### config.mk
export PLATFORM = sky130hd
export DESIGN_NAME = cio_mux
export DESIGN_NICKNAME = d
export VERILOG_FILES = /design/src/design/cio_pkg.sv /design/src/design/cio_mux.sv
export SDC_FILE = /design/constraint.sdc
export NUM_CORES = 1
export LEC_CHECK = 0
export BUFFER_PORTS_ARGS = -buffer_cell sky130_fd_sc_hd__buf_2
export CAP_MARGIN = 20
export CORE_MARGIN = 1.5
export CORE_UTILIZATION = 57
export CTS_CLUSTER_DIAMETER = 40
export DETAILED_ROUTE_END_ITERATION = 8
export GPL_TIMING_DRIVEN = 0
export PLACE_DENSITY = 0.85
export SYNTH_ARGS = -nofsm -noshare
export SYNTH_HDL_FRONTEND = slang
export SYNTH_SLANG_ARGS = --single-unit
### constraint.sdc
create_clock -name clk -period 3.2 [get_ports clk]
set_input_delay 0.48 -clock clk [delete_from_list [all_inputs] [get_ports clk]]
set_output_delay 0.48 -clock clk [all_outputs]
set_load 0.02 [all_outputs]
### src/design/cio_pkg.sv
// Package for the configurable line function multiplexer
package cio_pkg;
  localparam int NUM_LINES = 4;
  // Register offsets as parameter addresses
  localparam logic [15:0] ADDR_FUNC_L1   = 16'h0722;
  localparam logic [15:0] ADDR_FUNC_L2   = 16'h0724;
  localparam logic [15:0] ADDR_FUNC_L3   = 16'h0726;
  localparam logic [15:0] ADDR_FUNC_L4   = 16'h0728;
  localparam logic [15:0] ADDR_DOUT      = 16'h0822;
  localparam logic [15:0] ADDR_STATE     = 16'h082A;
  // Function-select codes
  localparam logic [15:0] FN_IN_FREE     = 16'h0001;
  localparam logic [15:0] FN_IN_FRESET   = 16'h0002;
  localparam logic [15:0] FN_IN_ENABLE   = 16'h0003;
  localparam logic [15:0] FN_IN_HALT     = 16'h0004;
  localparam logic [15:0] FN_IN_JOG_POS  = 16'h0009;
  localparam logic [15:0] FN_IN_JOG_NEG  = 16'h000A;
  localparam logic [15:0] FN_IN_JOG_FAST = 16'h000B;
  localparam logic [15:0] FN_IN_REF      = 16'h0014;
  localparam logic [15:0] FN_IN_LIM_POS  = 16'h0015;
  localparam logic [15:0] FN_IN_LIM_NEG  = 16'h0016;
  localparam logic [15:0] FN_OUT_FREE    = 16'h0065;
  localparam logic [15:0] FN_OUT_NOFAULT = 16'h0066;
  localparam logic [15:0] FN_OUT_ACTIVE  = 16'h0067;
  // Factory values of the four function selects
  localparam logic [15:0] RST_FUNC_L1    = 16'h0015;
  localparam logic [15:0] RST_FUNC_L2    = 16'h0016;
  localparam logic [15:0] RST_FUNC_L3    = 16'h0001;
  localparam logic [15:0] RST_FUNC_L4    = 16'h0014;
  localparam logic [15:0] RST_DOUT       = 16'h0000;
  // Direct output word bit positions
  localparam int DOUT_BIT_ONE = 0;
  localparam int DOUT_BIT_TWO = 1;
endpackage : cio_pkg

### src/design/cio_mux.sv
// Function multiplexer for four configurable digital lines
// Overview of operation
// - Codes 1-4: free, fault reset, enable, halt
// - Codes 9-11: jog positive, negative, fast/slow
// - Code 20 reference; 21 only line one
// - Codes 101-103 outputs on every line
// - Fault reset, enable only in local mode
// - Reset: limits, free, reference switch
// - Readback word shows line levels, bit0 line1
// - Free input has no internal action
// - Direct write only hits software-driven outputs
// - Direct bit 0 first output, bit 1 second
// - Halt line raises halt request
// - Enable line requests power stage enable
// - Fault reset line requests fault reset
// - Jog fast/slow line selects jog speed
// - No-fault output follows error state
// - Active output shows operation enabled
// - Code 22 only line two
`timescale 1ns/1ps
module cio_mux #(
  parameter int NL = cio_pkg::NUM_LINES
) (
  // Clock and reset
  input  wire logic          clk,
  input  wire logic          rst_b,
  // Parameter access port
  input  wire logic          reg_wr,
  input  wire logic          reg_rd,
  input  wire logic [15:0]   reg_addr,
  input  wire logic [15:0]   reg_wdata,
  output logic      [15:0]   reg_rdata,
  output logic               reg_wr_reject,
  // Configurable lines, pin side
  input  wire logic [NL-1:0] line_in,
  output logic      [NL-1:0] line_out,
  output logic      [NL-1:0] line_oe,
  // Drive state inputs
  input  wire logic          local_mode,
  input  wire logic          fault_present,
  input  wire logic          op_enabled,
  // Function requests to the drive
  output logic               halt_req,
  output logic               enable_req,
  output logic               fault_reset_req,
  output logic               jog_pos_req,
  output logic               jog_neg_req,
  output logic               jog_fast_sel,
  output logic               ref_switch,
  output logic               positive_travel_limit,
  output logic               negative_travel_limit
);

  logic [15:0]   func_q [NL];
  logic [NL-1:0] sync1_q;
  logic [NL-1:0] sync2_q;
  logic [NL-1:0] sync3_q;
  logic [NL-1:0] lvl_q;
  logic [NL-1:0] dout_q;
  logic [NL-1:0] is_out;
  logic [NL-1:0] sel_halt;
  logic [NL-1:0] sel_en;
  logic [NL-1:0] sel_fr;
  logic [NL-1:0] sel_jp;
  logic [NL-1:0] sel_jn;
  logic [NL-1:0] sel_jf;
  logic [NL-1:0] sel_ref;
  logic [NL-1:0] sel_lp;
  logic [NL-1:0] sel_ln;
  logic [NL-1:0] sw_line;
  logic [NL-1:0] wr_hit;
  logic [NL-1:0] code_ok;
  logic          dout_hit;
  logic [15:0]   rdata_d;
  logic          halt_d;
  logic          enable_d;
  logic          fault_reset_d;
  logic          jog_pos_d;
  logic          jog_neg_d;
  logic          jog_fast_d;
  logic          ref_switch_d;
  logic          pos_limit_d;
  logic          neg_limit_d;

  function automatic logic [15:0] rst_val(input int i);
    case (i)
      0:       rst_val = cio_pkg::RST_FUNC_L1;
      1:       rst_val = cio_pkg::RST_FUNC_L2;
      2:       rst_val = cio_pkg::RST_FUNC_L3;
      default: rst_val = cio_pkg::RST_FUNC_L4;
    endcase
  endfunction : rst_val

  function automatic logic [15:0] line_addr(input int i);
    case (i)
      0:       line_addr = cio_pkg::ADDR_FUNC_L1;
      1:       line_addr = cio_pkg::ADDR_FUNC_L2;
      2:       line_addr = cio_pkg::ADDR_FUNC_L3;
      default: line_addr = cio_pkg::ADDR_FUNC_L4;
    endcase
  endfunction : line_addr

  // Allowed codes per line
  function automatic logic allowed(input int i, input logic [15:0] c);
    case (c)
      cio_pkg::FN_IN_FREE:     allowed = 1'b1;
      cio_pkg::FN_IN_FRESET:   allowed = 1'b1;
      cio_pkg::FN_IN_ENABLE:   allowed = 1'b1;
      cio_pkg::FN_IN_HALT:     allowed = 1'b1;
      cio_pkg::FN_IN_JOG_POS:  allowed = 1'b1;
      cio_pkg::FN_IN_JOG_NEG:  allowed = 1'b1;
      cio_pkg::FN_IN_JOG_FAST: allowed = 1'b1;
      cio_pkg::FN_IN_REF:      allowed = 1'b1;
      cio_pkg::FN_IN_LIM_POS:  allowed = (i == 0);
      cio_pkg::FN_IN_LIM_NEG:  allowed = (i == 1);
      cio_pkg::FN_OUT_FREE:    allowed = 1'b1;
      cio_pkg::FN_OUT_NOFAULT: allowed = 1'b1;
      cio_pkg::FN_OUT_ACTIVE:  allowed = 1'b1;
      default:                 allowed = 1'b0;
    endcase
  endfunction : allowed

  // Pin input synchroniser, three stages
  always_ff @(posedge clk or negedge rst_b) begin
    if (!rst_b) begin
      sync1_q <= '0;
    end else begin
      sync1_q <= line_in;
    end
  end

  always_ff @(posedge clk or negedge rst_b) begin
    if (!rst_b) begin
      sync2_q <= '0;
    end else begin
      sync2_q <= sync1_q;
    end
  end

  always_ff @(posedge clk or negedge rst_b) begin
    if (!rst_b) begin
      sync3_q <= '0;
    end else begin
      sync3_q <= sync2_q;
    end
  end

  // Direct output word strobe
  assign dout_hit = reg_wr && (reg_addr == cio_pkg::ADDR_DOUT);

  genvar g;
  generate
    for (g = 0; g < NL; g++) begin : g_line
      localparam logic [15:0] FUNC_ADDR = line_addr(g);
      localparam logic [15:0] FUNC_RST  = rst_val(g);

      // Level counts once stages two and three agree
      always_ff @(posedge clk or negedge rst_b) begin
        if (!rst_b) begin
          lvl_q[g] <= 1'b0;
        end else if (sync2_q[g] == sync3_q[g]) begin
          lvl_q[g] <= sync3_q[g];
        end
      end

      // Function select write, refused codes keep the old value
      assign wr_hit[g]  = reg_wr && (reg_addr == FUNC_ADDR);
      assign code_ok[g] = allowed(g, reg_wdata);

      always_ff @(posedge clk or negedge rst_b) begin
        if (!rst_b) begin
          func_q[g] <= FUNC_RST;
        end else if (wr_hit[g] && code_ok[g]) begin
          func_q[g] <= reg_wdata;
        end
      end

      // Function decode
      assign sel_fr[g]   = func_q[g] == cio_pkg::FN_IN_FRESET;
      assign sel_en[g]   = func_q[g] == cio_pkg::FN_IN_ENABLE;
      assign sel_halt[g] = func_q[g] == cio_pkg::FN_IN_HALT;
      assign sel_jp[g]   = func_q[g] == cio_pkg::FN_IN_JOG_POS;
      assign sel_jn[g]   = func_q[g] == cio_pkg::FN_IN_JOG_NEG;
      assign sel_jf[g]   = func_q[g] == cio_pkg::FN_IN_JOG_FAST;
      assign sel_ref[g]  = func_q[g] == cio_pkg::FN_IN_REF;
      assign sel_lp[g]   = func_q[g] == cio_pkg::FN_IN_LIM_POS;
      assign sel_ln[g]   = func_q[g] == cio_pkg::FN_IN_LIM_NEG;
      assign sw_line[g]  = func_q[g] == cio_pkg::FN_OUT_FREE;
      assign is_out[g]   = sw_line[g]
                         || func_q[g] == cio_pkg::FN_OUT_NOFAULT
                         || func_q[g] == cio_pkg::FN_OUT_ACTIVE;

      // Direct output bit, changed only for a software-driven line
      always_ff @(posedge clk or negedge rst_b) begin
        if (!rst_b) begin
          dout_q[g] <= cio_pkg::RST_DOUT[g];
        end else if (dout_hit && sw_line[g]) begin
          dout_q[g] <= reg_wdata[g];
        end
      end

      // Output enable while the line has an output function
      always_ff @(posedge clk or negedge rst_b) begin
        if (!rst_b) begin
          line_oe[g] <= 1'b0;
        end else begin
          line_oe[g] <= is_out[g];
        end
      end

      // Output level per function
      always_ff @(posedge clk or negedge rst_b) begin
        if (!rst_b) begin
          line_out[g] <= 1'b0;
        end else begin
          case (func_q[g])
            cio_pkg::FN_OUT_FREE:    line_out[g] <= dout_q[g];
            cio_pkg::FN_OUT_NOFAULT: line_out[g] <= !fault_present;
            cio_pkg::FN_OUT_ACTIVE:  line_out[g] <= op_enabled;
            default:                 line_out[g] <= 1'b0;
          endcase
        end
      end
    end
  endgenerate

  // Request levels; free inputs feed nothing
  assign halt_d        = |(sel_halt & lvl_q);
  assign enable_d      = local_mode && |(sel_en & lvl_q);
  assign fault_reset_d = local_mode && |(sel_fr & lvl_q);
  assign jog_pos_d     = |(sel_jp & lvl_q);
  assign jog_neg_d     = |(sel_jn & lvl_q);
  assign jog_fast_d    = |(sel_jf & lvl_q);
  assign ref_switch_d  = |(sel_ref & lvl_q);
  assign pos_limit_d   = |(sel_lp & lvl_q);
  assign neg_limit_d   = |(sel_ln & lvl_q);

  // Motion requests
  always_ff @(posedge clk or negedge rst_b) begin
    if (!rst_b) begin
      halt_req <= 1'b0;
    end else begin
      halt_req <= halt_d;
    end
  end

  always_ff @(posedge clk or negedge rst_b) begin
    if (!rst_b) begin
      jog_pos_req <= 1'b0;
    end else begin
      jog_pos_req <= jog_pos_d;
    end
  end

  always_ff @(posedge clk or negedge rst_b) begin
    if (!rst_b) begin
      jog_neg_req <= 1'b0;
    end else begin
      jog_neg_req <= jog_neg_d;
    end
  end

  always_ff @(posedge clk or negedge rst_b) begin
    if (!rst_b) begin
      jog_fast_sel <= 1'b0;
    end else begin
      jog_fast_sel <= jog_fast_d;
    end
  end

  // Local mode requests
  always_ff @(posedge clk or negedge rst_b) begin
    if (!rst_b) begin
      enable_req <= 1'b0;
    end else begin
      enable_req <= enable_d;
    end
  end

  always_ff @(posedge clk or negedge rst_b) begin
    if (!rst_b) begin
      fault_reset_req <= 1'b0;
    end else begin
      fault_reset_req <= fault_reset_d;
    end
  end

  // Homing and travel limit levels
  always_ff @(posedge clk or negedge rst_b) begin
    if (!rst_b) begin
      ref_switch <= 1'b0;
    end else begin
      ref_switch <= ref_switch_d;
    end
  end

  always_ff @(posedge clk or negedge rst_b) begin
    if (!rst_b) begin
      positive_travel_limit <= 1'b0;
    end else begin
      positive_travel_limit <= pos_limit_d;
    end
  end

  always_ff @(posedge clk or negedge rst_b) begin
    if (!rst_b) begin
      negative_travel_limit <= 1'b0;
    end else begin
      negative_travel_limit <= neg_limit_d;
    end
  end

  // Write reject flag, one cycle after a refused select write
  always_ff @(posedge clk or negedge rst_b) begin
    if (!rst_b) begin
      reg_wr_reject <= 1'b0;
    end else begin
      reg_wr_reject <= |(wr_hit & ~code_ok);
    end
  end

  // Read data selection
  always_comb begin
    rdata_d = 16'h0000;
    case (reg_addr)
      cio_pkg::ADDR_FUNC_L1: rdata_d = func_q[0];
      cio_pkg::ADDR_FUNC_L2: rdata_d = func_q[1];
      cio_pkg::ADDR_FUNC_L3: rdata_d = func_q[2];
      cio_pkg::ADDR_FUNC_L4: rdata_d = func_q[3];
      cio_pkg::ADDR_DOUT:    rdata_d = 16'(dout_q);
      cio_pkg::ADDR_STATE:   rdata_d = 16'(lvl_q);
      default:               rdata_d = 16'h0000;
    endcase
  end

  // Read data register, holds until the next read
  always_ff @(posedge clk or negedge rst_b) begin
    if (!rst_b) begin
      reg_rdata <= '0;
    end else if (reg_rd) begin
      reg_rdata <= rdata_d;
    end
  end

endmodule : cio_mux

* Word level (Yosys, flattened, before mapping)
Cells that the tools add are included.
Storage, ports and cells: register bits 118, bits in latches 0, RAM bits 0, memory bits (read-only) 0, input bits 43, output and inout bits 34, word-level logic and storage cells 161, memories kept 0
Cells by class: add/subtract/negate cells 0, $mul 0, divide/modulo/power cells 0, order comparisons 0, equal/unequal tests 71, shift-type cells 0, multiplexer cells 8, bitwise gates (word level) 11, reductions and logical operators 37
Operator list (count):
- 16-bit by 4-bit == test with 1-bit output, second input constant | 15
- 16-bit by 5-bit == test with 1-bit output, second input constant | 15
- 16-bit by 7-bit == test with 1-bit output, second input constant | 15
- 16-bit by 2-bit == test with 1-bit output, second input constant | 10
- 16-bit case mux with 6 select lines | 1
- 16-bit by 3-bit == test with 1-bit output, second input constant | 5
- 16-bit by 11-bit == test with 1-bit output, second input constant | 4
- 4-bit bitwise AND | 10
- 4-bit OR reduction | 10
- 16-bit by 12-bit == test with 1-bit output, second input constant | 2
- 12-bit OR reduction | 2
- 16-bit by 1-bit == test with 1-bit output, second input constant | 1
- 1-bit logical AND | 15
- 1-bit case mux with 3 select lines | 4
- 11-bit OR reduction | 1
- 1-bit logical OR | 8
- 1-bit == test | 4
- 4-bit NOT | 1
- 1-bit 2-to-1 mux | 3
- 1-bit logical NOT | 1

* Logic depth before layout (Yosys ltp)
Gate-level depths: netlist (run 1).
depth after elaboration 6, gate-level depth with buffers 8, depth with buffers taken out 5

* Worst setup path after synthesis (run 1)
Ideal clock, no wire load.
kind input -> register, start input port reg_wdata[1], end register func_q[6] (netlist bit), arrival 2.688 ns, setup slack 0.384 ns, stages 8, cells stage by stage clkbuf_1 or4b_2 o311a_1 a311oi_2 and4_1 buf_4 buf_6 mux2_1
Between the ends: longest elaborated chain between the ends 4, elaborated cells between the ends (all ways) 14, those cells by class eq/ne: 11; mux: 1; reduce/logical: 2
RTL lines:
- start: declaration | RTL line cio_mux.sv:31 | input wire logic [15:0] reg_wdata,
- 16-bit by 7-bit == test with 1-bit output (tied with other cells) | RTL line cio_mux.sv:105 | case (c)
- 11-bit OR reduction (no source line) *
- 1-bit 2-to-1 mux * | RTL line cio_mux.sv:105
- 1-bit logical AND * | RTL line cio_mux.sv:173 | end else if (wr_hit[g] && code_ok[g]) begin
- end signal: indexed assignment | RTL line cio_mux.sv:174 | func_q[g] <= reg_wdata;
- end: declaration | RTL line cio_mux.sv:54 | logic [15:0] func_q [NL];
Every way passes the cells marked *; elsewhere a longest branch is shown, timed or not. A chain may end at the register's enable or synchronous reset.

* Worst setup path after layout (run 1)
start register func_q[29] (netlist bit), end register dout_q[2]
Between the ends: longest elaborated chain between the ends 2
RTL lines:
- 16-bit by 7-bit == test with 1-bit output | RTL line cio_mux.sv:188 | assign sw_line[g] = func_q[g] == cio_pkg::FN_OUT_FREE;
- 1-bit logical AND | RTL line cio_mux.sv:197 | end else if (dout_hit && sw_line[g]) begin
- end signal: indexed assignment | RTL line cio_mux.sv:196 | dout_q[g] <= cio_pkg::RST_DOUT[g];
- end signal: indexed assignment | RTL line cio_mux.sv:198 | dout_q[g] <= reg_wdata[g];
- end: declaration | RTL line cio_mux.sv:59 | logic [NL-1:0] dout_q;
No other way between the ends.

==> metrics.md, run 1 <==
| Metric | Value |
|---|---|
| Starting Density | `a little under 60%` |
| Vias in the first global route | `4,430` |
| Critical path launch point type | `register` |
| Top_reg_cell synth | `dfrtp_1` |
| Worst VDD drop | `between 0.0003 and 0.0004 V` |
| Htree depth | `4` |
| Final wirelength | `between 10,000 and 15,000 um` |
| # setup viols final | `0` |
| Top area cells in the synthesized netlist | `dfrtp_1, mux2_2, dfstp_2` |
| P_leak | `between 3 and 4 nW` |
| Netlist Area Pre-Place | `between 0.005 and 0.006 mm2` |
| Cell count after placement | `slightly below 700` |
| CTS Sinks | `118` |
| # Max-Cap Violations | `0` |
| Num CTS Buffers | `17` |
| Period utilization | `about 87%` |
| Required time of the critical path | `between 3 and 4 ns` |
| I/O pins | `between 70 and 80` |
| Yosys cell types | `62` |
| Tmin final | `approximately 2.8 ns` |
| Post-CTS setup buffers | `0` |
| Max Freq | `around 360 MHz` |
| Share of the synthesized area in the top cell type | `~50%` |
| # diodes | `0` |
| Outcome | `finished, final reports clean` |
| Fillcell total | `about 680` |
| DRT antenna net count | `0` |
| Gp weighted congestion | `0.965` |
| EDFF count, synth | `0` |
| Post-layout util | `71.0%` |
| Register area share after synthesis | `a little over half` |
| Post-DP HPWL | `10,400 um` |
| Core area | `between 0.009 and 0.01 mm2` |
| Detailed Routing Iterations Pass 1 | `5` |
| Hold WS | `0.0548 ns` |
| Post-Syn Nets | `530` |
| GRT Total Usage | `a little under a third` |
| Worst-Margin Slew | `around 1 ns` |
| Die height | `just over 100 um` |
| Initial antenna violation count | `0` |
| Clock Skew | `roughly 0.0052 ns` |
| Ys async rst share | `100%` |
| Rows | `35` |
| Vias per cell | `between 6 and 7` |
| Final setup TNS | `0 ns` |
| Starting DRT DRC Count | `approximately 430` |
| Die area | `just over 0.01 mm2` |
| TritonCTS clock tree | `built` |
| Cells after Synth | `about 490` |
| Worst slew margin | `roughly 32%` |
| RSZ-0062 raised after global routing | `no` |
| Layout cells sized above 1 | `between 20 and 30%` |
| WL/cell | `roughly 20 um` |
| Warnings from Yosys | `0` |
| Final Max Slew Viols | `0` |
| Crit Path Max Fanout | `4` |
| Hold Vio Cnt, Final | `0` |
| Maximum clock path buffer count | `2` |
| Global-route wire length before repair | `between 20,000 and 25,000 um` |
| Average instance area after synthesis | `approximately 11 um2` |
| Largest net degree at the start of global routing | `75` |
| Total chip power | `3.53 mW` |
| Nets | `624` |
| Number of remaining DRC errors | `0` |
| Leading area contributor after synthesis | `dfrtp_1` |
| Layout area overhead | `20.7%` |
| Crit path DAT | `~3.2 ns` |
| Worst-Skew Late Latency | `approximately 0.53 ns` |
| Clock Tree Root | `clkbuf_8` |
| PwrDens | `between 500 and 600 mW/mm2` |
| Vias post-DR | `about 4,600` |
| Critical path class | `register to register` |
| PortBufs | `between 70 and 80` |
| Crit. End Element | `register` |
| Clock transition at the registers of the reported paths | `around 0.060 ns` |
| Final global-route overflow total | `0` |
| Die Span X | `about 100 um` |
| Final non-filler cell total | `slightly above 700` |
| HP Class | `primary input to register` |
| FF+latch count, synth | `118` |
[kinds of logic (layout without fill, tap and decap cells)]
| group | after synthesis | count (layout) | synth area share [%] |
|---|---|---|---|
| buffers and inverters | 33 | 140 | 2.47 |
| DFF | 118 | 118 | 54.2 |
| AOI/OAI and AO/OA | 87 | 87 | 12.4 |
| and+or+nand+nor | 198 | 198 | 20.7 |
| muxes | 47 | 47 | 9.46 |
| adders and majority gates | 4 | 4 | 0.733 |
[metal layers]
layer | vias to the layer above | GRT usage [%] | part of all wire (%)
met1 | 2226 | 40.0 | 40
met5 | - | 0 | 0
met2 | 268 | 49.3 | 47
li1 | 1997 | - | -
met4 | 0 | 14.3 | 4.5
met3 | 69 | 7.14 | 8.1
[flip-flops by register name, indices dropped and copies added, names as in the netlist, 4 cells and up]
| register | count |
|---|---|
| sync3_q | 4 |
| line_out | 4 |
| line_oe | 4 |
| reg_rdata | 16 |
| func_q | 64 |
| lvl_q | 4 |
| sync1_q | 4 |
| sync2_q | 4 |
| dout_q | 4 |
[path summary, 6_finish.rpt]
kind	startpoint	end	slack, ns	cells past startpoint
worst min register to register	sync1_q[2]	sync2_q[2]	0.35	0
min in group asynchronous	rst_b	line_oe[2]	0.49	2
max in group asynchronous	rst_b	func_q[52]	1.95	3
worst max-delay path	func_q[29]	dout_q[2]	0.43	5
worst max register to register	func_q[29]	dout_q[2]	0.43	5
worst min-delay path	line_in[0]	sync1_q[0]	0.05	1
[worst max-delay path: stages, from the launching register on]
cell and delay (ns):
dfrtp_1 0.40, or4_1 0.59, nor4_1 0.58, nand4_1 0.32, nor4_1 0.38, mux2_2 0.38
[repair_timing]
action | 4_1_cts | 5_1_grt
hold buffers | 1 | 0
gates resized for setup | 0 | 0
hold endpoints to repair | 41 | 0
[cell usage after synthesis, types with 3 or more instances]
| cell type | instances |
|---|---|
| a22oi_1 | 18 |
| dfrtp_1 | 109 |
| nand2b_1 | 3 |
| o221ai_1 | 3 |
| a211o_1 | 3 |
| nand3b_1 | 3 |
| nor2b_1 | 23 |
| nor3_1 | 14 |
| mux2i_1 | 10 |
| a32oi_1 | 3 |
| o21ai_0 | 4 |
| o22ai_1 | 8 |
| maj3_1 | 4 |
| mux2_2 | 35 |
| nand2_1 | 20 |
| dfstp_2 | 9 |
| o2bb2ai_1 | 12 |
| or4_1 | 4 |
| and2_1 | 28 |
| a22o_1 | 4 |
| a21oi_1 | 12 |
| a221oi_1 | 5 |
| nor4_1 | 12 |
| nand3_1 | 11 |
| or3_1 | 6 |
| nor4b_1 | 5 |
| nor2_1 | 44 |
| nand4_1 | 6 |
| inv_1 | 9 |
| clkbuf_1 | 20 |
[where the power goes]
| part | leakage, nW | switching (mW) | internal (mW) |
|---|---|---|---|
| logic | 1.19 | 0.110 | 0.0540 |
| clock network | 0.273 | 0.665 | 1.18 |
| registers | 1.57 | 0.0138 | 1.51 |
| total | 3.04 | 0.789 | 2.74 |
[placed cells by master (no fill, tap or decap), types with 5 or more instances in the layout]
cell	n
a22oi_1	18
nor4_1	12
nor3_1	14
a21oi_1	12
nand2_1	20
or3_1	6
and2_1	28
mux2i_1	10
nor2b_1	23
clkinv_2	5
nor4b_1	5
buf_2	72
mux2_2	35
o22ai_1	8
clkbuf_1	25
clkbuf_16	16
o2bb2ai_1	12
dfstp_2	9
nor2_1	44
nand3_1	11
inv_1	9
nand4_1	6
a221oi_1	5
dfrtp_1	109
[layout make-up]
type / count / area (um2) / area share [%]
plain buffers: 24 / 101 / 1.54
flip-flops and latches: 118 / 2960 / 45.0
clock inverters: 10 / 130 / 1.97
repair buffers: 75 / 405 / 6.15
clock buffers: 22 / 433 / 6.57
multi-input cells: 336 / 2360 / 35.9
inverters: 9 / 33.8 / 0.512
well taps: 129 / 161 / 2.45
[metrics by stage]
step | setup WS [ns] | cell area [um2]
6_report | 0.430 | 6590
5_1_grt | 0.282 | 6590
4_1_cts | 0.502 | 6590
3_5_place_dp | 0.0132 | 6020
3_3_place_gp | 0.0910 | 5990
2_1_floorplan | 0.384 | 5460
Note: power is estimated with default switching activity, not from simulation.
==> inputs of run 2 (changes only) <==
--- a/config.mk
+++ b/config.mk
@@ -7,7 +7,7 @@
 export LEC_CHECK = 0
 export BUFFER_PORTS_ARGS = -buffer_cell sky130_fd_sc_hd__buf_2
 export CAP_MARGIN = 20
-export CORE_MARGIN = 1.5
+export CORE_MARGIN = 2
 export CORE_UTILIZATION = 57
 export CTS_CLUSTER_DIAMETER = 40
 export DETAILED_ROUTE_END_ITERATION = 8
==> run 2 against run 1 <==
  * Final area up 0.68%
  * Global-route usage down 0.55 points
  * Final cell count is the same
  * Wire length is 0.86% higher
  * Clock power is 5% higher
  * Combinational power hardly changed
  * Total power up 2.3%
  * Die area increased by 2.0%
  * Fmax is 1.4% higher
  * Clock skew decreased by 0.0010 ns
  * Sequential share of layout area down 0.31 points
  * Via count down 1.1%
  * Largest cell class unchanged
  * Largest power group unchanged
==> metrics.md, run 2 (same netlist as run 1, synthesis figures left out) <==
| Metric | Value |
|---|---|
| Clock Tree Root | `clkbuf_8 (unchanged)` |
| # Max-Cap Violations | `0 (unchanged)` |
| Seq. cell area | `0.00296 mm2 (unchanged)` |
| Core area | `0.00928 mm2 (unchanged)` |
| Vias post-DR | `4,508 (was 4,560)` |
| HP Class | `primary input to register (unchanged)` |
| Final wirelength | `14,700 um (was 14,500 um)` |
| Gp weighted congestion | `0.942 (was 0.965)` |
| Starting Density | `58.9% (unchanged)` |
| Clock transition at the registers of the reported paths | `0.06 ns (about the same)` |
| RSZ-0062 raised after global routing | `no (unchanged)` |
| Post-CTS setup buffers | `0 (unchanged)` |
| Layout area overhead | `21.5% (was 20.7%)` |
| Rows | `35 (unchanged)` |
| PortBufs | `73 (unchanged)` |
| Final setup TNS | `0 ns (unchanged)` |
| CP max-delay cell | `or4b_2 (was or4_1)` |
| Most frequent cells in the layout | `dfrtp_1, buf_2, nor2_1, mux2_2, and2_1 (unchanged)` |
| Crit path max-delay family | `compound AO/OA/AOI/OAI gates (was simple AND/OR/NAND/NOR gates)` |
| DRT antenna net count | `0 (unchanged)` |
| GRT Total Usage | `30.2% (was 30.8%)` |
| Worst-Skew Late Latency | `0.52 ns (was 0.53 ns)` |
| Comb pwr share | `4.5% (was 4.6%)` |
| Starting DRT DRC Count | `394 (was 429)` |
| Crit path DAT | `3.14 ns (was 3.18 ns)` |
| PwrDens | `544 mW/mm2 (was 535 mW/mm2)` |
| Final global-route overflow total | `0 (unchanged)` |
| Nets | `624 (unchanged)` |
| Vias in the first global route | `4,508 (was 4,430)` |
| Largest register FFs | `64 (unchanged)` |
| Num CTS Buffers | `17 (unchanged)` |
| Number of remaining DRC errors | `0 (unchanged)` |
| Largest net degree at the start of global routing | `76 (was 75)` |
| Critical path class | `primary input to register (was register to register)` |
| Die Span X | `102 um (was 101 um)` |
| # diodes | `0 (unchanged)` |
| Most common cell after layout, fill and taps aside | `dfrtp_1 (unchanged)` |
| Reg with most FFs | `func_q (unchanged)` |
| Post-DP HPWL | `10,400 um (about the same)` |
| Global-route wire length before repair | `23,400 um (was 23,200 um)` |
| Worst VDD drop | `0.000332 V (was 0.000398 V)` |
| Htree depth | `4 (unchanged)` |
| Required time of the critical path | `3.61 ns (about the same)` |
| Hold WS | `0.0657 ns (was 0.0548 ns)` |
| Critical path launch point type | `primary input (was register)` |
| Clk pwr share | `53.3% (was 52.2%)` |
| Psw | `0.800 mW (was 0.789 mW)` |
| Final Max Slew Viols | `0 (unchanged)` |
| Max incr delay on CP | `0.71 ns (was 0.59 ns)` |
| Detailed Routing Iterations Pass 1 | `6 (was 5)` |
| Clock Skew | `0.00416 ns (was 0.00517 ns)` |
| Worst-Margin Slew | `0.956 ns (was 1.00 ns)` |
| Post-layout util | `71.5% (was 71.0%)` |
| Outcome | `finished, final reports clean (unchanged)` |
| CTS Sinks | `118 (unchanged)` |
| Area of the multi-input gates | `0.00236 mm2 (unchanged)` |
| Crit Path Max Fanout | `10 (was 4)` |
| WP buf/inv | `2 (was 0)` |
| Maximum clock path buffer count | `2 (unchanged)` |
| Biggest regs | `func_q x64, reg_rdata x16 (unchanged)` |
| Die height | `102 um (was 101 um)` |
| Most frequent CP cell | `clkbuf_1 (was nor4_1)` |
| Die area | `0.0104 mm2 (was 0.0102 mm2)` |
| I/O pins | `77 (unchanged)` |
| Part of the power in registers | `42.2% (was 43.2%)` |
| Fillcell total | `676 (was 682)` |
| Hold Vio Cnt, Final | `0 (unchanged)` |
| Crit path cell chain | `clkbuf_1 -> or4b_2 -> o311a_1 -> a311oi_2 -> o2111ai_2 -> clkbuf_1 -> a22o_1 (was or4_1 -> nor4_1 -> nand4_1 -> nor4_1 -> mux2_2)` |
| Cell Int Power | `2.81 mW (was 2.74 mW)` |
| P_leak | `3.06 nW (was 3.04 nW)` |
| Worst slew margin | `35.7% (was 32.5%)` |
| Switching Share | `22.1% (was 22.3%)` |
| Max Freq | `366 MHz (was 361 MHz)` |
| Initial antenna violation count | `0 (unchanged)` |
| Crit. End Element | `register (unchanged)` |
| Period utilization | `85.4% (was 86.6%)` |
| WL/cell | `20.3 um (was 20.1 um)` |
| Vias per cell | `6.24 (was 6.31)` |
| # setup viols final | `0 (unchanged)` |
| TritonCTS clock tree | `built (unchanged)` |
| Layout cells sized above 1 | `27.9% (was 27.3%)` |
| Tmin final | `2.73 ns (was 2.77 ns)` |
## run 2: worst paths after layout
kind	depth (start not counted)	from	to	slack, ns
worst max-delay path	7	reg_wdata[1]	func_q[38]	0.47
worst min register to register	0	sync1_q[2]	sync2_q[2]	0.35
max in group asynchronous	3	rst_b	func_q[36]	1.93
worst min-delay path	1	line_in[3]	sync1_q[3]	0.07
min in group asynchronous	2	rst_b	line_oe[2]	0.50
worst max register to register	5	func_q[29]	dout_q[2]	0.47
## run 2: per-layer routing
layer  share of wire, %  global-route usage, %  wire length [um]
met4                4.2                   16.3               618
met2                 48                   47.8              7090
met5                  0                      0                 0
met1                 40                   39.1              5850
met3                7.6                   6.77              1110
## run 2: metrics by stage
| step | worst slack (ns) | std cells | instance area (um2) | total power, mW |
|---|---|---|---|---|
| 6_report | 0.469 | 723 | 6640 | 3.61 |
| 5_1_grt | 0.287 | 723 | 6640 | 3.71 |
| 4_1_cts | 0.497 | 723 | 6640 | 3.62 |
| 3_5_place_dp | 0.0363 | 690 | 6020 | 1.71 |
| 3_3_place_gp | 0.0959 | 689 | 5990 | 1.70 |
| 2_1_floorplan | 0.384 | 487 | 5460 | 1.61 |
## run 2: power groups by stage
stage	Clock, mW	Sequential [mW]	Combinational (mW)
after floorplan	0	1.55	0.0640
after global placement	0	1.55	0.150
after detailed placement	0	1.55	0.159
after CTS	1.94	1.52	0.162
after global routing	2.00	1.52	0.179
final	1.93	1.52	0.162
## run 2: final cells by class
type / count / share of cell area, %
inverters: 9 / 0.509
clock buffers: 21 / 6.92
flip-flops and latches: 118 / 44.6
multi-input cells: 336 / 35.6
clock inverters: 11 / 2.24
repair buffers: 75 / 6.11
well taps: 129 / 2.43
plain buffers: 24 / 1.53
## run 2: timing repair
item                                    in CTS  in global routing
resized for setup                            0                  0
endpoints found under the hold margin       40                  0
hold buffers                                 1                  0
endpoints found under the setup margin       0                  0
